===== config.mk =====
export PLATFORM = sky130hd
export DESIGN_NAME = epi_irq_detect
export DESIGN_NICKNAME = d
export VERILOG_FILES = /design/src/include/epi_pkg.sv /design/src/rtl/epi_irq_detect.sv /design/src/rtl/epi_sync2.sv
export SDC_FILE = /design/constraint.sdc
export NUM_CORES = 1
export LEC_CHECK = 0
export ABC_AREA = 1
export BUFFER_PORTS_ARGS = -buffer_cell sky130_fd_sc_hd__buf_2
export CAP_MARGIN = 10
export CELL_PAD_IN_SITES_DETAIL_PLACEMENT = 0
export CELL_PAD_IN_SITES_GLOBAL_PLACEMENT = 2
export CORE_ASPECT_RATIO = 1.75
export CORE_UTILIZATION = 37
export DETAILED_ROUTE_END_ITERATION = 6
export PLACE_DENSITY = 0.8
export REMOVE_ABC_BUFFERS = 1
export SLEW_MARGIN = 15
export SYNTH_ARGS = -nofsm -noshare
export SYNTH_HDL_FRONTEND = slang
export SYNTH_SLANG_ARGS = --single-unit

===== constraint.sdc =====
create_clock -name i_sys_clk -period 2.68 [get_ports i_sys_clk]
set_input_delay 0.536 -clock i_sys_clk [delete_from_list [all_inputs] [get_ports i_sys_clk]]
set_output_delay 0.536 -clock i_sys_clk [all_outputs]
set_load 0.005 [all_outputs]

===== src/include/epi_pkg.sv =====
// Behaviour
// pin activity raises requests even when the pin is driven as an output.
// pin-change request when any masked-in input of sixteen toggles.
// pin-change detection works without the I/O clock, for wake from sleep.
// sense field 00 low level, 01 any change, 10 falling, 11 rising.
// level mode keeps the request up while the pin is held low.
// edge modes are recognised only while the I/O clock runs.
// low level on pin a is detected without a clock, waking from any sleep.
// a waking level that ends early wakes the part but raises no request.
// request reaches the cpu only with global enable and its own mask bit; o_req_pc uses global enable only, group enables gate its flag.
// pin sampled before edge detection; pulses over one clock are caught.
// source holds a low level until the current instruction completes.
// sense field in bits 1:0 of mcu_control, reset value zero.
// edge flag set on trigger, cleared by service or write-one, zero in level mode.
// inputs 11:8 gated by group enable b, 7:0 and 15:12 by group enable a.
// external pins go through two flip-flops, then compare with previous sample.
package epi_pkg;
  localparam logic [7:0] ADDR_MCU_CONTROL = 8'h35;
  localparam logic [7:0] ADDR_IRQ_ENABLE = 8'h3b;
  localparam logic [7:0] ADDR_IRQ_FLAGS = 8'h3a;
  localparam logic [7:0] ADDR_PC_MASK_A = 8'h23;
  localparam logic [7:0] ADDR_PC_MASK_B = 8'h22;
  localparam logic [7:0] ADDR_EVT_STATUS = 8'h40;
  localparam logic [7:0] ADDR_EVT_MASK = 8'h41;
  localparam logic [7:0] MCU_CONTROL_RST = 8'h00;
  localparam logic [7:0] IRQ_ENABLE_RST = 8'h00;
  localparam logic [7:0] PC_MASK_A_RST = 8'hc8;
  localparam logic [7:0] PC_MASK_B_RST = 8'hff;
  localparam logic [7:0] EVT_MASK_RST = 8'h00;
  localparam int SENSE_LSB = 0;
  localparam int EN_PIN_B_BIT = 7;
  localparam int EN_PIN_A_BIT = 6;
  localparam int EN_PC_GRP_A_BIT = 5;
  localparam int EN_PC_GRP_B_BIT = 4;
  localparam int FLAG_PIN_B_BIT = 7;
  localparam int FLAG_PIN_A_BIT = 6;
  localparam int FLAG_PC_BIT = 5;
  localparam logic [1:0] SENSE_LOW = 2'h0;
  localparam logic [1:0] SENSE_ANY = 2'h1;
  localparam logic [1:0] SENSE_FALL = 2'h2;
  localparam logic [1:0] SENSE_RISE = 2'h3;
endpackage


===== src/rtl/epi_irq_detect.sv =====
// Chosen here: the strobed register port.
`timescale 1ns/1ps
`default_nettype none
module epi_irq_detect #(
  parameter int PC_WIDTH = 16
) (
  // clock, reset, enable
  input wire logic i_sys_clk,
  input wire logic i_resetn,
  input wire logic i_ce,
  // pins (sampled pad level, whether driven by us or not)
  input wire logic i_ext_irq_pin_a,
  input wire logic i_ext_irq_pin_b,
  input wire logic [PC_WIDTH-1:0] i_pin_change_inputs,
  // cpu side
  input wire logic i_cpu_status_word_ie,
  input wire logic i_io_clk_run,
  input wire logic i_ack_pin_a,
  input wire logic i_ack_pin_b,
  input wire logic i_ack_pc,
  // register port
  input wire logic [7:0] i_addr,
  input wire logic [7:0] i_wdata,
  input wire logic i_wr,
  input wire logic i_rd,
  output logic [7:0] o_rdata,
  // requests
  output logic o_req_pin_a,
  output logic o_req_pin_b,
  output logic o_req_pc,
  output logic o_wake,
  output logic o_irq
);
  // the group gating and mask layout serve exactly sixteen inputs
  if (PC_WIDTH != 16) begin : g_width_check
    $error("PC_WIDTH must be 16");
  end

  logic [7:0] mcu_control_r;
  logic [7:0] irq_enable_r;
  logic [7:0] pc_mask_a_r;
  logic [7:0] pc_mask_b_r;
  logic [2:0] flags_r;
  logic [2:0] evt_status_r;
  logic [2:0] evt_mask_r;
  logic [7:0] rdata_r;
  logic [1:0] pin_prev_r;
  logic [PC_WIDTH-1:0] pc_sync1_r;
  logic [PC_WIDTH-1:0] pc_sync2_r;
  logic [PC_WIDTH-1:0] pc_prev_r;

  // register decode
  wire sel_ctl = i_addr == epi_pkg::ADDR_MCU_CONTROL;
  wire sel_en = i_addr == epi_pkg::ADDR_IRQ_ENABLE;
  wire sel_flg = i_addr == epi_pkg::ADDR_IRQ_FLAGS;
  wire sel_mka = i_addr == epi_pkg::ADDR_PC_MASK_A;
  wire sel_mkb = i_addr == epi_pkg::ADDR_PC_MASK_B;
  wire sel_st = i_addr == epi_pkg::ADDR_EVT_STATUS;
  wire sel_em = i_addr == epi_pkg::ADDR_EVT_MASK;

  // external pins: sync then compare with previous sample
  wire [1:0] pin_raw = {i_ext_irq_pin_b, i_ext_irq_pin_a};
  wire [1:0] pin_s;
  epi_sync2 #(.WIDTH(2)) u_sync (
    .i_sys_clk(i_sys_clk),
    .i_resetn(i_resetn),
    .i_ce(i_ce),
    .i_d(pin_raw),
    .o_q(pin_s)
  );

  wire [1:0] sense = mcu_control_r[epi_pkg::SENSE_LSB +: 2];
  wire sense_level = sense == epi_pkg::SENSE_LOW;
  wire [1:0] rise = pin_s & ~pin_prev_r;
  wire [1:0] fall = ~pin_s & pin_prev_r;
  logic [1:0] edge_hit;
  always_comb begin
    unique case (sense)
      epi_pkg::SENSE_ANY: edge_hit = rise | fall;
      epi_pkg::SENSE_FALL: edge_hit = fall;
      epi_pkg::SENSE_RISE: edge_hit = rise;
      default: edge_hit = 2'h0;
    endcase
  end
  wire [1:0] edge_ok = i_io_clk_run ? edge_hit : 2'h0;
  // level mode uses the raw pad level: no clock needed for detection
  wire [1:0] level_hit = sense_level ? ~pin_raw : 2'h0;

  // pin-change: group gating and per-input mask
  wire [15:0] pc_mask = {pc_mask_b_r, pc_mask_a_r};
  wire grp_a = irq_enable_r[epi_pkg::EN_PC_GRP_A_BIT];
  wire grp_b = irq_enable_r[epi_pkg::EN_PC_GRP_B_BIT];
  wire [15:0] grp_en = {{4{grp_a}}, {4{grp_b}}, {8{grp_a}}};
  wire [15:0] pc_armed = pc_mask & grp_en;
  // asynchronous wake: any armed input differing from its last sample
  wire [15:0] pc_diff = (i_pin_change_inputs ^ pc_prev_r) & pc_armed;
  wire [15:0] pc_toggle = (pc_sync2_r ^ pc_prev_r) & pc_armed;
  wire pc_hit = |pc_toggle;

  // write-one clear with set winning
  wire [2:0] w1c = (i_wr && sel_flg) ?
    {i_wdata[epi_pkg::FLAG_PIN_B_BIT], i_wdata[epi_pkg::FLAG_PIN_A_BIT],
     i_wdata[epi_pkg::FLAG_PC_BIT]} : 3'h0;
  wire [2:0] ack = {i_ack_pin_b, i_ack_pin_a, i_ack_pc};
  wire [2:0] set_ev = {edge_ok[1], edge_ok[0], pc_hit};
  wire [2:0] flags_nxt = sense_level ? {2'h0, set_ev[0] | (flags_r[0] & ~(w1c[0] | ack[0]))}
    : (set_ev | (flags_r & ~(w1c | ack)));
  wire st_rd = i_rd && sel_st;
  wire [2:0] evt_nxt = set_ev | (st_rd ? 3'h0 : evt_status_r);

  wire [7:0] flags_rd = {flags_r[2], flags_r[1], flags_r[0], 5'h0};
  wire [7:0] rdata_nxt = sel_ctl ? mcu_control_r :
    sel_en ? {irq_enable_r[7:4], 4'h0} :
    sel_flg ? flags_rd :
    sel_mka ? pc_mask_a_r :
    sel_mkb ? pc_mask_b_r :
    sel_st ? {5'h0, evt_status_r} :
    sel_em ? {5'h0, evt_mask_r} : 8'h00;

  always_ff @(posedge i_sys_clk or negedge i_resetn) begin
    if (!i_resetn) begin
      mcu_control_r <= epi_pkg::MCU_CONTROL_RST;
      irq_enable_r <= epi_pkg::IRQ_ENABLE_RST;
      pc_mask_a_r <= epi_pkg::PC_MASK_A_RST;
      pc_mask_b_r <= epi_pkg::PC_MASK_B_RST;
      evt_mask_r <= epi_pkg::EVT_MASK_RST[2:0];
    end else if (i_ce && i_wr) begin
      if (sel_ctl) mcu_control_r <= i_wdata;
      if (sel_en) irq_enable_r <= {i_wdata[7:4], 4'h0};
      if (sel_mka) pc_mask_a_r <= i_wdata;
      if (sel_mkb) pc_mask_b_r <= i_wdata;
      if (sel_em) evt_mask_r <= i_wdata[2:0];
    end
  end

  always_ff @(posedge i_sys_clk or negedge i_resetn) begin
    if (!i_resetn) begin
      flags_r <= 3'h0;
      evt_status_r <= 3'h0;
      rdata_r <= 8'h00;
      pin_prev_r <= 2'h0;
      pc_sync1_r <= '0;
      pc_sync2_r <= '0;
      pc_prev_r <= '0;
    end else if (i_ce) begin
      flags_r <= flags_nxt;
      evt_status_r <= evt_nxt;
      rdata_r <= i_rd ? rdata_nxt : 8'h00;
      pin_prev_r <= pin_s;
      pc_sync1_r <= i_pin_change_inputs;
      pc_sync2_r <= pc_sync1_r;
      pc_prev_r <= pc_sync2_r;
    end
  end

  // request gating: level requests only while the pin stays low
  wire [1:0] en_pin = {irq_enable_r[epi_pkg::EN_PIN_B_BIT], irq_enable_r[epi_pkg::EN_PIN_A_BIT]};
  wire [1:0] pin_act = sense_level ? level_hit : flags_r[2:1];
  assign o_req_pin_a = i_cpu_status_word_ie & en_pin[0] & pin_act[0];
  assign o_req_pin_b = i_cpu_status_word_ie & en_pin[1] & pin_act[1];
  assign o_req_pc = i_cpu_status_word_ie & flags_r[0];
  // wake needs no clock; a level dropped early wakes without a request
  assign o_wake = (en_pin[0] & level_hit[0]) | (|pc_diff);
  assign o_rdata = rdata_r;
  assign o_irq = |(evt_status_r & evt_mask_r);
endmodule
`default_nettype wire


===== src/rtl/epi_sync2.sv =====
`timescale 1ns/1ps
`default_nettype none
// two-flop synchroniser per bit
module epi_sync2 #(
  parameter int WIDTH = 2
) (
  // clock and reset
  input wire logic i_sys_clk,
  input wire logic i_resetn,
  input wire logic i_ce,
  // data
  input wire logic [WIDTH-1:0] i_d,
  output logic [WIDTH-1:0] o_q
);
  logic [WIDTH-1:0] meta_r;
  logic [WIDTH-1:0] q_r;

  always_ff @(posedge i_sys_clk or negedge i_resetn) begin
    if (!i_resetn) begin
      meta_r <= '0;
      q_r <= '0;
    end else if (i_ce) begin
      meta_r <= i_d;
      q_r <= meta_r;
    end
  end

  assign o_q = q_r;
endmodule
`default_nettype wire


### Yosys cells after proc, flatten, opt, wreduce, memory -nomap -nowiden

Index checks and enable logic that the tools add are counted.

| word-level totals | value |
|---|---|
| flip-flop bits (word level) | 99 |
| latch bits | 0 |
| bits in writable memories | 0 |
| memory bits (read-only) | 0 |
| bits of input ports | 44 |
| output and inout port bits | 13 |
| memories | 0 |

| operators by class | value |
|---|---|
| add/sub/neg operators | 0 |
| $mul | 0 |
| divide/modulo/power cells | 0 |
| $lt $le $gt $ge | 0 |
| equality and inequality tests | 10 |
| shift-type cells | 0 |
| multiplexer cells | 15 |
| bitwise gates (word level) | 28 |
| reductions and logical operators | 12 |

Operators with widths:

| operator | number |
|---|---|
| $and A16 B16 Y16 | 3 |
| $mux W8 | 6 |
| $eq A8 B6 Y1 const B | 5 |
| $reduce_or A16 Y1 | 2 |
| $xor A16 B16 Y16 | 2 |
| $eq A8 B7 Y1 const B | 2 |
| $mux W3 | 5 |
| $reduce_and A2 Y1 | 5 |
| $or A3 B3 Y3 | 3 |
| $and A1 B1 Y1 | 7 |
| $and A3 B3 Y3 | 2 |
| $mux W2 | 3 |
| $not A2 Y2 | 3 |
| $pmux W2 S3 | 1 |
| $and A2 B2 Y2 | 2 |
| $eq A2 B2 Y1 const B | 2 |
| $logic_and A1 B1 Y1 | 3 |
| $not A3 Y3 | 1 |
| $or A1 B1 Y1 | 3 |
| $reduce_or A3 Y1 | 1 |
| $eq A2 B1 Y1 const B | 1 |
| $logic_not A2 Y1 | 1 |
| $or A2 B2 Y2 | 1 |
| $not A1 Y1 | 1 |

### Logic depth before layout (Yosys ltp)

Gate-level depths: netlist of run 1.

| logic depth | value |
|---|---|
| depth after elaboration | 9 |
| mapped depth | 10 |
| depth with buffers taken out | 9 |

### Hierarchy

A second synthesis of run 1 with hierarchy kept.

| unflattened totals | value |
|---|---|
| cells, all modules | 687 |
| area, all modules | 5106.1 µm² |

By module, submodules not included:

| module | instances | cells each | area each (µm²) |
|---|---|---|---|
| epi_irq_detect | 1 | 670 | 4957.3 |
| epi_sync2 | 1 | 17 | 148.9 |

### Worst setup path before layout of run 1

No wires, ideal clock.

| timing path | value |
|---|---|
| path type | reg2out |
| start | register irq_enable_r[5] |
| end | output o_wake |
| data arrival time | 1.083 ns |
| path slack | 1.061 ns |
| cell stages (with the launch flop) | 9 |
| buffers on the path | 2 |
| cell sequence | dfrtp_1 clkbuf_2 buf_4 nand2_1 a21oi_1 o21ai_0 o21ai_0 nor2_1 nand4_1 |

| between the ends | value |
|---|---|
| word-level cells in the longest chain between the ends | 4 |

RTL lines:

| element | line | RTL |
|---|---|---|
| start, declared | epi_irq_detect.sv:40 | `logic [7:0] irq_enable_r;` |
| start signal, assigned | epi_irq_detect.sv:123 | `irq_enable_r <= epi_pkg::IRQ_ENABLE_RST;` |
| start signal, assigned | epi_irq_detect.sv:129 | `if (sel_en) irq_enable_r <= {i_wdata[7:4], 4'h0};` |
| $and A16 B16 Y16 | epi_irq_detect.sv:94 | `wire [15:0] pc_armed = pc_mask & grp_en;` |
| $and A16 B16 Y16 | epi_irq_detect.sv:96 | `wire [15:0] pc_diff = (i_pin_change_inputs ^ pc_prev_r) & pc_armed;` |
| $reduce_or A16 Y1 | epi_irq_detect.sv:163 | `assign o_wake = (en_pin[0] & level_hit[0]) \| (\|pc_diff);` |
| $or A1 B1 Y1 | epi_irq_detect.sv:163 |  |
| end, declared | epi_irq_detect.sv:31 | `output logic o_wake,` |

No other way between the ends.

### Worst setup path after layout of run 1

Same ends and word-level chain as after synthesis.

==> run_results.csv, run 1 <==
group,metric,value,unit
run_status,outcome,"finished, final reports clean",
finish,drive_gt1_share,19.50,%
finish,area_growth,14.27,%
detailed_routing,drcViolationCount,0,
synth,ys_seq_elements,99,
worst_setup_path,worst-endpoint-arrival,1.83,ns
worst_setup_path,crit_top_cell,"nand4_1",
detailed_routing,num_vias,4461,
timing,tightest_slew,0.7053,ns
finish,ff_latch_area,0.002491,sq mm
worst_setup_path,critical_path.cell_chain,"nand2_1, a21oi_1, o21ai_0, nand4_1, nor2_1, nand4_1, buf_2",
global_routing,grt_use_total,21.05,%
worst_setup_path,crit_path_start_kind,"flop",
cts,holdBufCountCts,0,
cts,numClockSinks,99,
timing,period_share,88.11,%
synth,synth_top_cell_by_area,"dfrtp_1",
power_and_ir_drop,total_power,3406,uW
cts,htree_levels,3,
worst_setup_path,cpPeakStageDelay,0.58,ns
synth,yosysWarnings,0,
cts,cts_made_buffers,9,
floorplanning,initial_utilization,37.71,%
cts,cts_setup_buffers,0,
synth,synth_top_cell_area_share,42.21,%
timing,min_period,2.361,ns
power_and_ir_drop,vdd_drop_max,0.3329,mV
worst_setup_path,cp.buffers_inverters,1,
global_routing,grt_pass1_vias,4461,
worst_setup_path,cp-end-kind,"output port",
finish,num_antenna_cells,0,
cts,root_buffer,"clkbuf_16",
placement,place_hpwl,10890,um
global_routing,grt_overflow,0,
global_routing,grt_pass1_wl,23510,um
floorplanning,die_y,159.1,um
timing,slew_viol_final,0,
finish,multi_input_area,0.002332,sq mm
global_routing,antenna_found_initial,0,
synth,syn_inst,668,
power_and_ir_drop,power.density,571.3,mW/mm^2
detailed_routing,final_antenna_net_count,0,
timing,tns,0,ns
synth,synthFlopType,"dfrtp_1",
synth,avgSynthCellArea,7.811,sq um
placement,gp_congestion,0.7925,
floorplanning,placementRows,57,
floorplanning,core_area,0.01384,sq mm
timing,fmax,423.5,MHz
synth,ys_types,39,
timing,finalSetupViolations,0,
detailed_routing,wire_per_inst,15.90,um
worst_setup_path,cp_max_fo,16,
power_and_ir_drop,swShare,25.79,%
min_path,hold_path.class,"in2async",
detailed_routing,routed_via_density,4.957,
floorplanning,ioPinCount,57,
placement,portBuffers,56,
synth,synthesis.area,0.005218,sq mm
floorplanning,die_width,91.77,um
global_routing,grt_start_max_net_pins,79,
timing,finalClockSkew,0.008805,ns
worst_setup_path,critical_path_required,2.14,ns
synth,seq_area_frac_synth,47.75,%
timing,slew-limit-headroom,52.98,%
synth,async_flop_share,100.0,%
power_and_ir_drop,comb_power_share,10.3,%
finish,final_common_cell,"nand2_1",
finish,final_nets,766,
cts,clkTransAtPathRegs,0.07,ns
power_and_ir_drop,seq_power_share,49.7,%
worst_setup_path,cp_slowest_cell,"dfrtp_1",
cts,cts_tree,"yes",
synth,synthTopCellsByArea,"dfrtp_1 42%, nand2_1 18%, dfstp_2 5.5%",
worst_setup_path,crit_family,"simple AND/OR/NAND/NOR gates",
synth,synth-edff-count,0,
floorplanning,die_area,0.01460,sq mm
power_and_ir_drop,p_leak,0.003029,uW
cts,worstSkewPairLatency,0.34,ns
power_and_ir_drop,pwr-share-clk,40.0,%
power_and_ir_drop,p_switching,878.2,uW
finish,layout_common_cells,"256 x nand2_1, 88 x dfrtp_1, 60 x inv_1",
worst_setup_path,critical_path_class,"reg2out",
cts,cts_resized,0,
cts,clockBufferDepth,2,
job,drv_cap,0,
power_and_ir_drop,internal_power,2528,uW
timing,hold_viol,0,
detailed_routing,first_pass_iters,4,
detailed_routing,routed_wl,14310,um
finish,fillCellCount,1460,
detailed_routing,drt-initial-drc-count,208,
timing,rsz0062_at_grt,"false",
power groups by stage:
stage                     clock (uW)  sequential (uW)  combinational, uW
after floorplan                    0             1690                198
final                           1360             1690                352
after detailed placement           0             1720                359
after global routing            1450             1710                410
after global placement             0             1710                351
after CTS                       1390             1690                361
flip-flops by register name (all words and copies together) (netlist names), 3 cells and up:
register and count:
pc_prev_r 16, pc_sync1_r 16, pc_sync2_r 16, mcu_control_r 8, o_rdata 8, pc_mask_a_r 8, pc_mask_b_r 8, irq_enable_r 4
evt_mask_r 3, evt_status_r 3, flags_r 3
worst reg2reg max path, delay by kind of cell, from the launching register on:
family,cells,cell delay [ns]
simple gates,7,0.70
flops,1,0.68
compound gates,1,0.18
cells by family (layout without fill, tap and decap cells):
group / Yosys count / count (layout) / share of synthesized area [%]
flip-flops: 99 / 99 / 47.75
AO/OA/AOI/OAI: 114 / 114 / 13.07
XOR/XNOR: 7 / 7 / 1.175
AND/OR/NAND/NOR: 352 / 352 / 29.50
buffers and inverters: 92 / 147 / 7.554
adder cells (fa/ha/maj): 4 / 4 / 0.9593
cells in the mapped netlist (2+ instances only):
cell	number
clkbuf_1	11
dfstp_2	11
nand3_1	32
nor2_1	22
inv_4	2
a21oi_1	19
inv_2	9
nor3_1	2
nand2_4	3
inv_1	60
nand2_1	256
nand3b_1	7
ha_1	4
o22ai_1	4
dfrtp_1	88
nor2_4	2
nor2_2	3
o21ai_2	24
buf_6	5
nand2_2	8
xnor2_1	7
o21ai_1	5
o21ai_0	57
buf_1	2
nand4_1	10
nand3_2	2
layout make-up:
type / count / share of cell area, %
Multi-Input combinational cell: 477 / 39.12
Timing Repair Buffer: 60 / 5.666
Tap cell: 177 / 3.715
Inverter: 71 / 4.554
Clock buffer: 15 / 4.659
Sequential cell: 99 / 41.78
Clock inverter: 1 / 0.5037
final timing paths:
kind	from	cells past startpoint	slack (ns)	end
max	irq_enable_r[5]	7	0.32	o_wake
min	i_resetn	1	0.21	pc_sync2_r[14]
min reg2reg	pc_sync1_r[13]	2	0.47	pc_sync1_r[13]
max in group asynchronous	i_resetn	2	1.68	pc_mask_b_r[4]
min in group i_sys_clk	i_ext_irq_pin_b	3	0.41	u_sync.meta_r[1]
max reg2reg	irq_enable_r[5]	8	1.06	evt_status_r[0]
through the flow:
step / cell area, sq um / utilization [%] / std cells / setup WS [ns] / hold slack, ns
4_1_cts: 5962 / 43.09 / 900 / 0.2401 / 0.2558
3_5_place_dp: 5654 / 40.87 / 884 / 0.6133 / 0.4582
2_1_floorplan: 5095 / - / 647 / 1.119 / 0.2404
3_3_place_gp: 5654 / 40.87 / 884 / 0.6362 / 0.4540
5_1_grt: 5962 / 43.09 / 900 / 0.1330 / 0.2674
6_report: 5962 / 43.09 / 900 / 0.3187 / 0.2128
routing by layer:
| metal | share of wire [%] | GRT usage, % | vias to the layer above |
|---|---|---|---|
| li1 | - | - | 2235 |
| met1 | 40 | 24.10 | 2129 |
| met2 | 55 | 40.09 | 78 |
| met3 | 2.4 | 2.197 | 19 |
| met4 | 2.1 | 6.747 | 0 |
| met5 | 0 | 0 | - |
Note: power is estimated with default switching activity, not from simulation.
==> run 2, diff against run 1 <==
- MAX_ROUTING_LAYER: default -> met4
==> run_results.csv, run 2 (synthesis gave the netlist of run 1 again) <==
group,metric,value,unit
cts,cts_made_buffers,9,
timing,finalSetupViolations,0,
timing,min_period,2.373,ns
finish,layout_common_cells,"256 x nand2_1, 88 x dfrtp_1, 60 x inv_1",
cts,clockBufferDepth,2,
worst_setup_path,crit_top_cell,"nand4_1",
cts,htree_levels,3,
timing,slew_viol_final,0,
finish,num_antenna_cells,0,
worst_setup_path,crit_path_start_kind,"flop",
worst_setup_path,crit_family,"simple AND/OR/NAND/NOR gates",
worst_setup_path,critical_path.cell_chain,"nand2_1, a21oi_1, o21ai_0, nand4_1, nor2_1, nand4_1, buf_2",
worst_setup_path,cp.buffers_inverters,1,
finish,fillCellCount,1460,
timing,rsz0062_at_grt,"false",
global_routing,grt_use_total,21.69,%
detailed_routing,first_pass_iters,4,
cts,root_buffer,"clkbuf_16",
placement,place_hpwl,10890,um
run_status,outcome,"finished, final reports clean",
timing,fmax,421.4,MHz
min_path,hold_path.class,"in2async",
worst_setup_path,critical_path_required,2.14,ns
timing,finalClockSkew,0.009431,ns
floorplanning,core_area,0.01384,sq mm
floorplanning,ioPinCount,57,
worst_setup_path,worst-endpoint-arrival,1.84,ns
global_routing,grt_pass1_vias,4446,
cts,cts_setup_buffers,0,
timing,tns,0,ns
global_routing,grt_overflow,0,
cts,cts_tree,"yes",
global_routing,grt_pass1_wl,23560,um
floorplanning,die_area,0.01460,sq mm
finish,utilization,43.09,%
detailed_routing,routed_via_density,4.954,
worst_setup_path,cp_slowest_cell,"dfrtp_1",
worst_setup_path,critical_path_class,"reg2out",
cts,holdBufCountCts,0,
timing,hold_viol,0,
detailed_routing,routed_wl,14360,um
finish,final_nets,766,
power_and_ir_drop,power.density,573.0,mW/mm^2
floorplanning,initial_utilization,37.71,%
detailed_routing,wire_per_inst,15.95,um
floorplanning,die_y,159.1,um
finish,drive_gt1_share,19.50,%
detailed_routing,num_vias,4459,
power_and_ir_drop,vdd_drop_max,0.3348,mV
worst_setup_path,cp-end-kind,"output port",
floorplanning,placementRows,57,
timing,period_share,88.55,%
cts,numClockSinks,99,
detailed_routing,final_antenna_net_count,0,
timing,fin_ws,0.3068,ns
cts,cts_resized,0,
placement,portBuffers,56,
global_routing,grt_start_max_net_pins,79,
finish,area_growth,14.27,%
floorplanning,die_width,91.77,um
global_routing,antenna_found_initial,0,
worst_setup_path,cpPeakStageDelay,0.58,ns
job,drv_cap,0,
detailed_routing,drt-initial-drc-count,229,
timing,slew-limit-headroom,52.88,%
timing,timing.hold.ws,0.2153,ns
placement,place_ws,0.6133,ns
cts,worstSkewPairLatency,0.35,ns
cts,clkTransAtPathRegs,0.07,ns
finish,final_common_cell,"nand2_1",
worst_setup_path,cp_max_fo,16,
finish,reg_top3,"pc_prev_r (16), pc_sync1_r (16), pc_sync2_r (16)",
placement,gp_congestion,0.8037,
power_and_ir_drop,p_leak,0.003029,uW
timing,tightest_slew,0.7068,ns
detailed_routing,drcViolationCount,0,
## run 2: cell counts in the layout (fill, tap and decap cells not counted)
Identical to the previous run, type by type.
## run 2: cell type report
cell class	instances	area [sq um]	share of cell area, %
tap	177	221.5	3.715
clock buffer	15	277.8	4.659
multi-input combinational	477	2332	39.12
clock inverter	1	30.03	0.5037
timing repair buffer	60	337.8	5.666
inverter	71	271.5	4.554
sequential	99	2491	41.78
## run 2: worst paths after layout
kind / start / to / slack, ns / cells past startpoint
min: i_resetn / pc_sync2_r[14] / 0.22 / 1
min in group i_sys_clk: i_ext_irq_pin_b / u_sync.meta_r[1] / 0.41 / 3
max: irq_enable_r[5] / o_wake / 0.31 / 7
max reg2reg: irq_enable_r[5] / evt_status_r[0] / 1.05 / 8
min reg2reg: pc_sync1_r[13] / pc_sync1_r[13] / 0.47 / 2
max in group asynchronous: i_resetn / pc_mask_b_r[4] / 1.67 / 2
## run 2: power by group
part | total (uW) | switching [uW] | internal [uW]
Clock | 1370 | 570 | 803
Combinational | 352 | 232 | 120
Sequential | 1690 | 87.3 | 1600
Total | 3420 | 889 | 2530
## run 2: through the flow
stage | std cells | instance area, sq um | total power, uW
3_5_place_dp | 884 | 5654 | 2078
4_1_cts | 900 | 5962 | 3446
3_3_place_gp | 884 | 5654 | 2065
6_report | 900 | 5962 | 3416
5_1_grt | 900 | 5962 | 3572
2_1_floorplan | 647 | 5095 | 1892
## run 2: routing by layer
metal,vias up,share of wire (%),GRT usage [%]
li1,2230,-,-
met1,2129,40,24.16
met2,80,55,40.09
met3,20,2.5,2.197
met4,0,2.2,6.747
met5,-,0,-
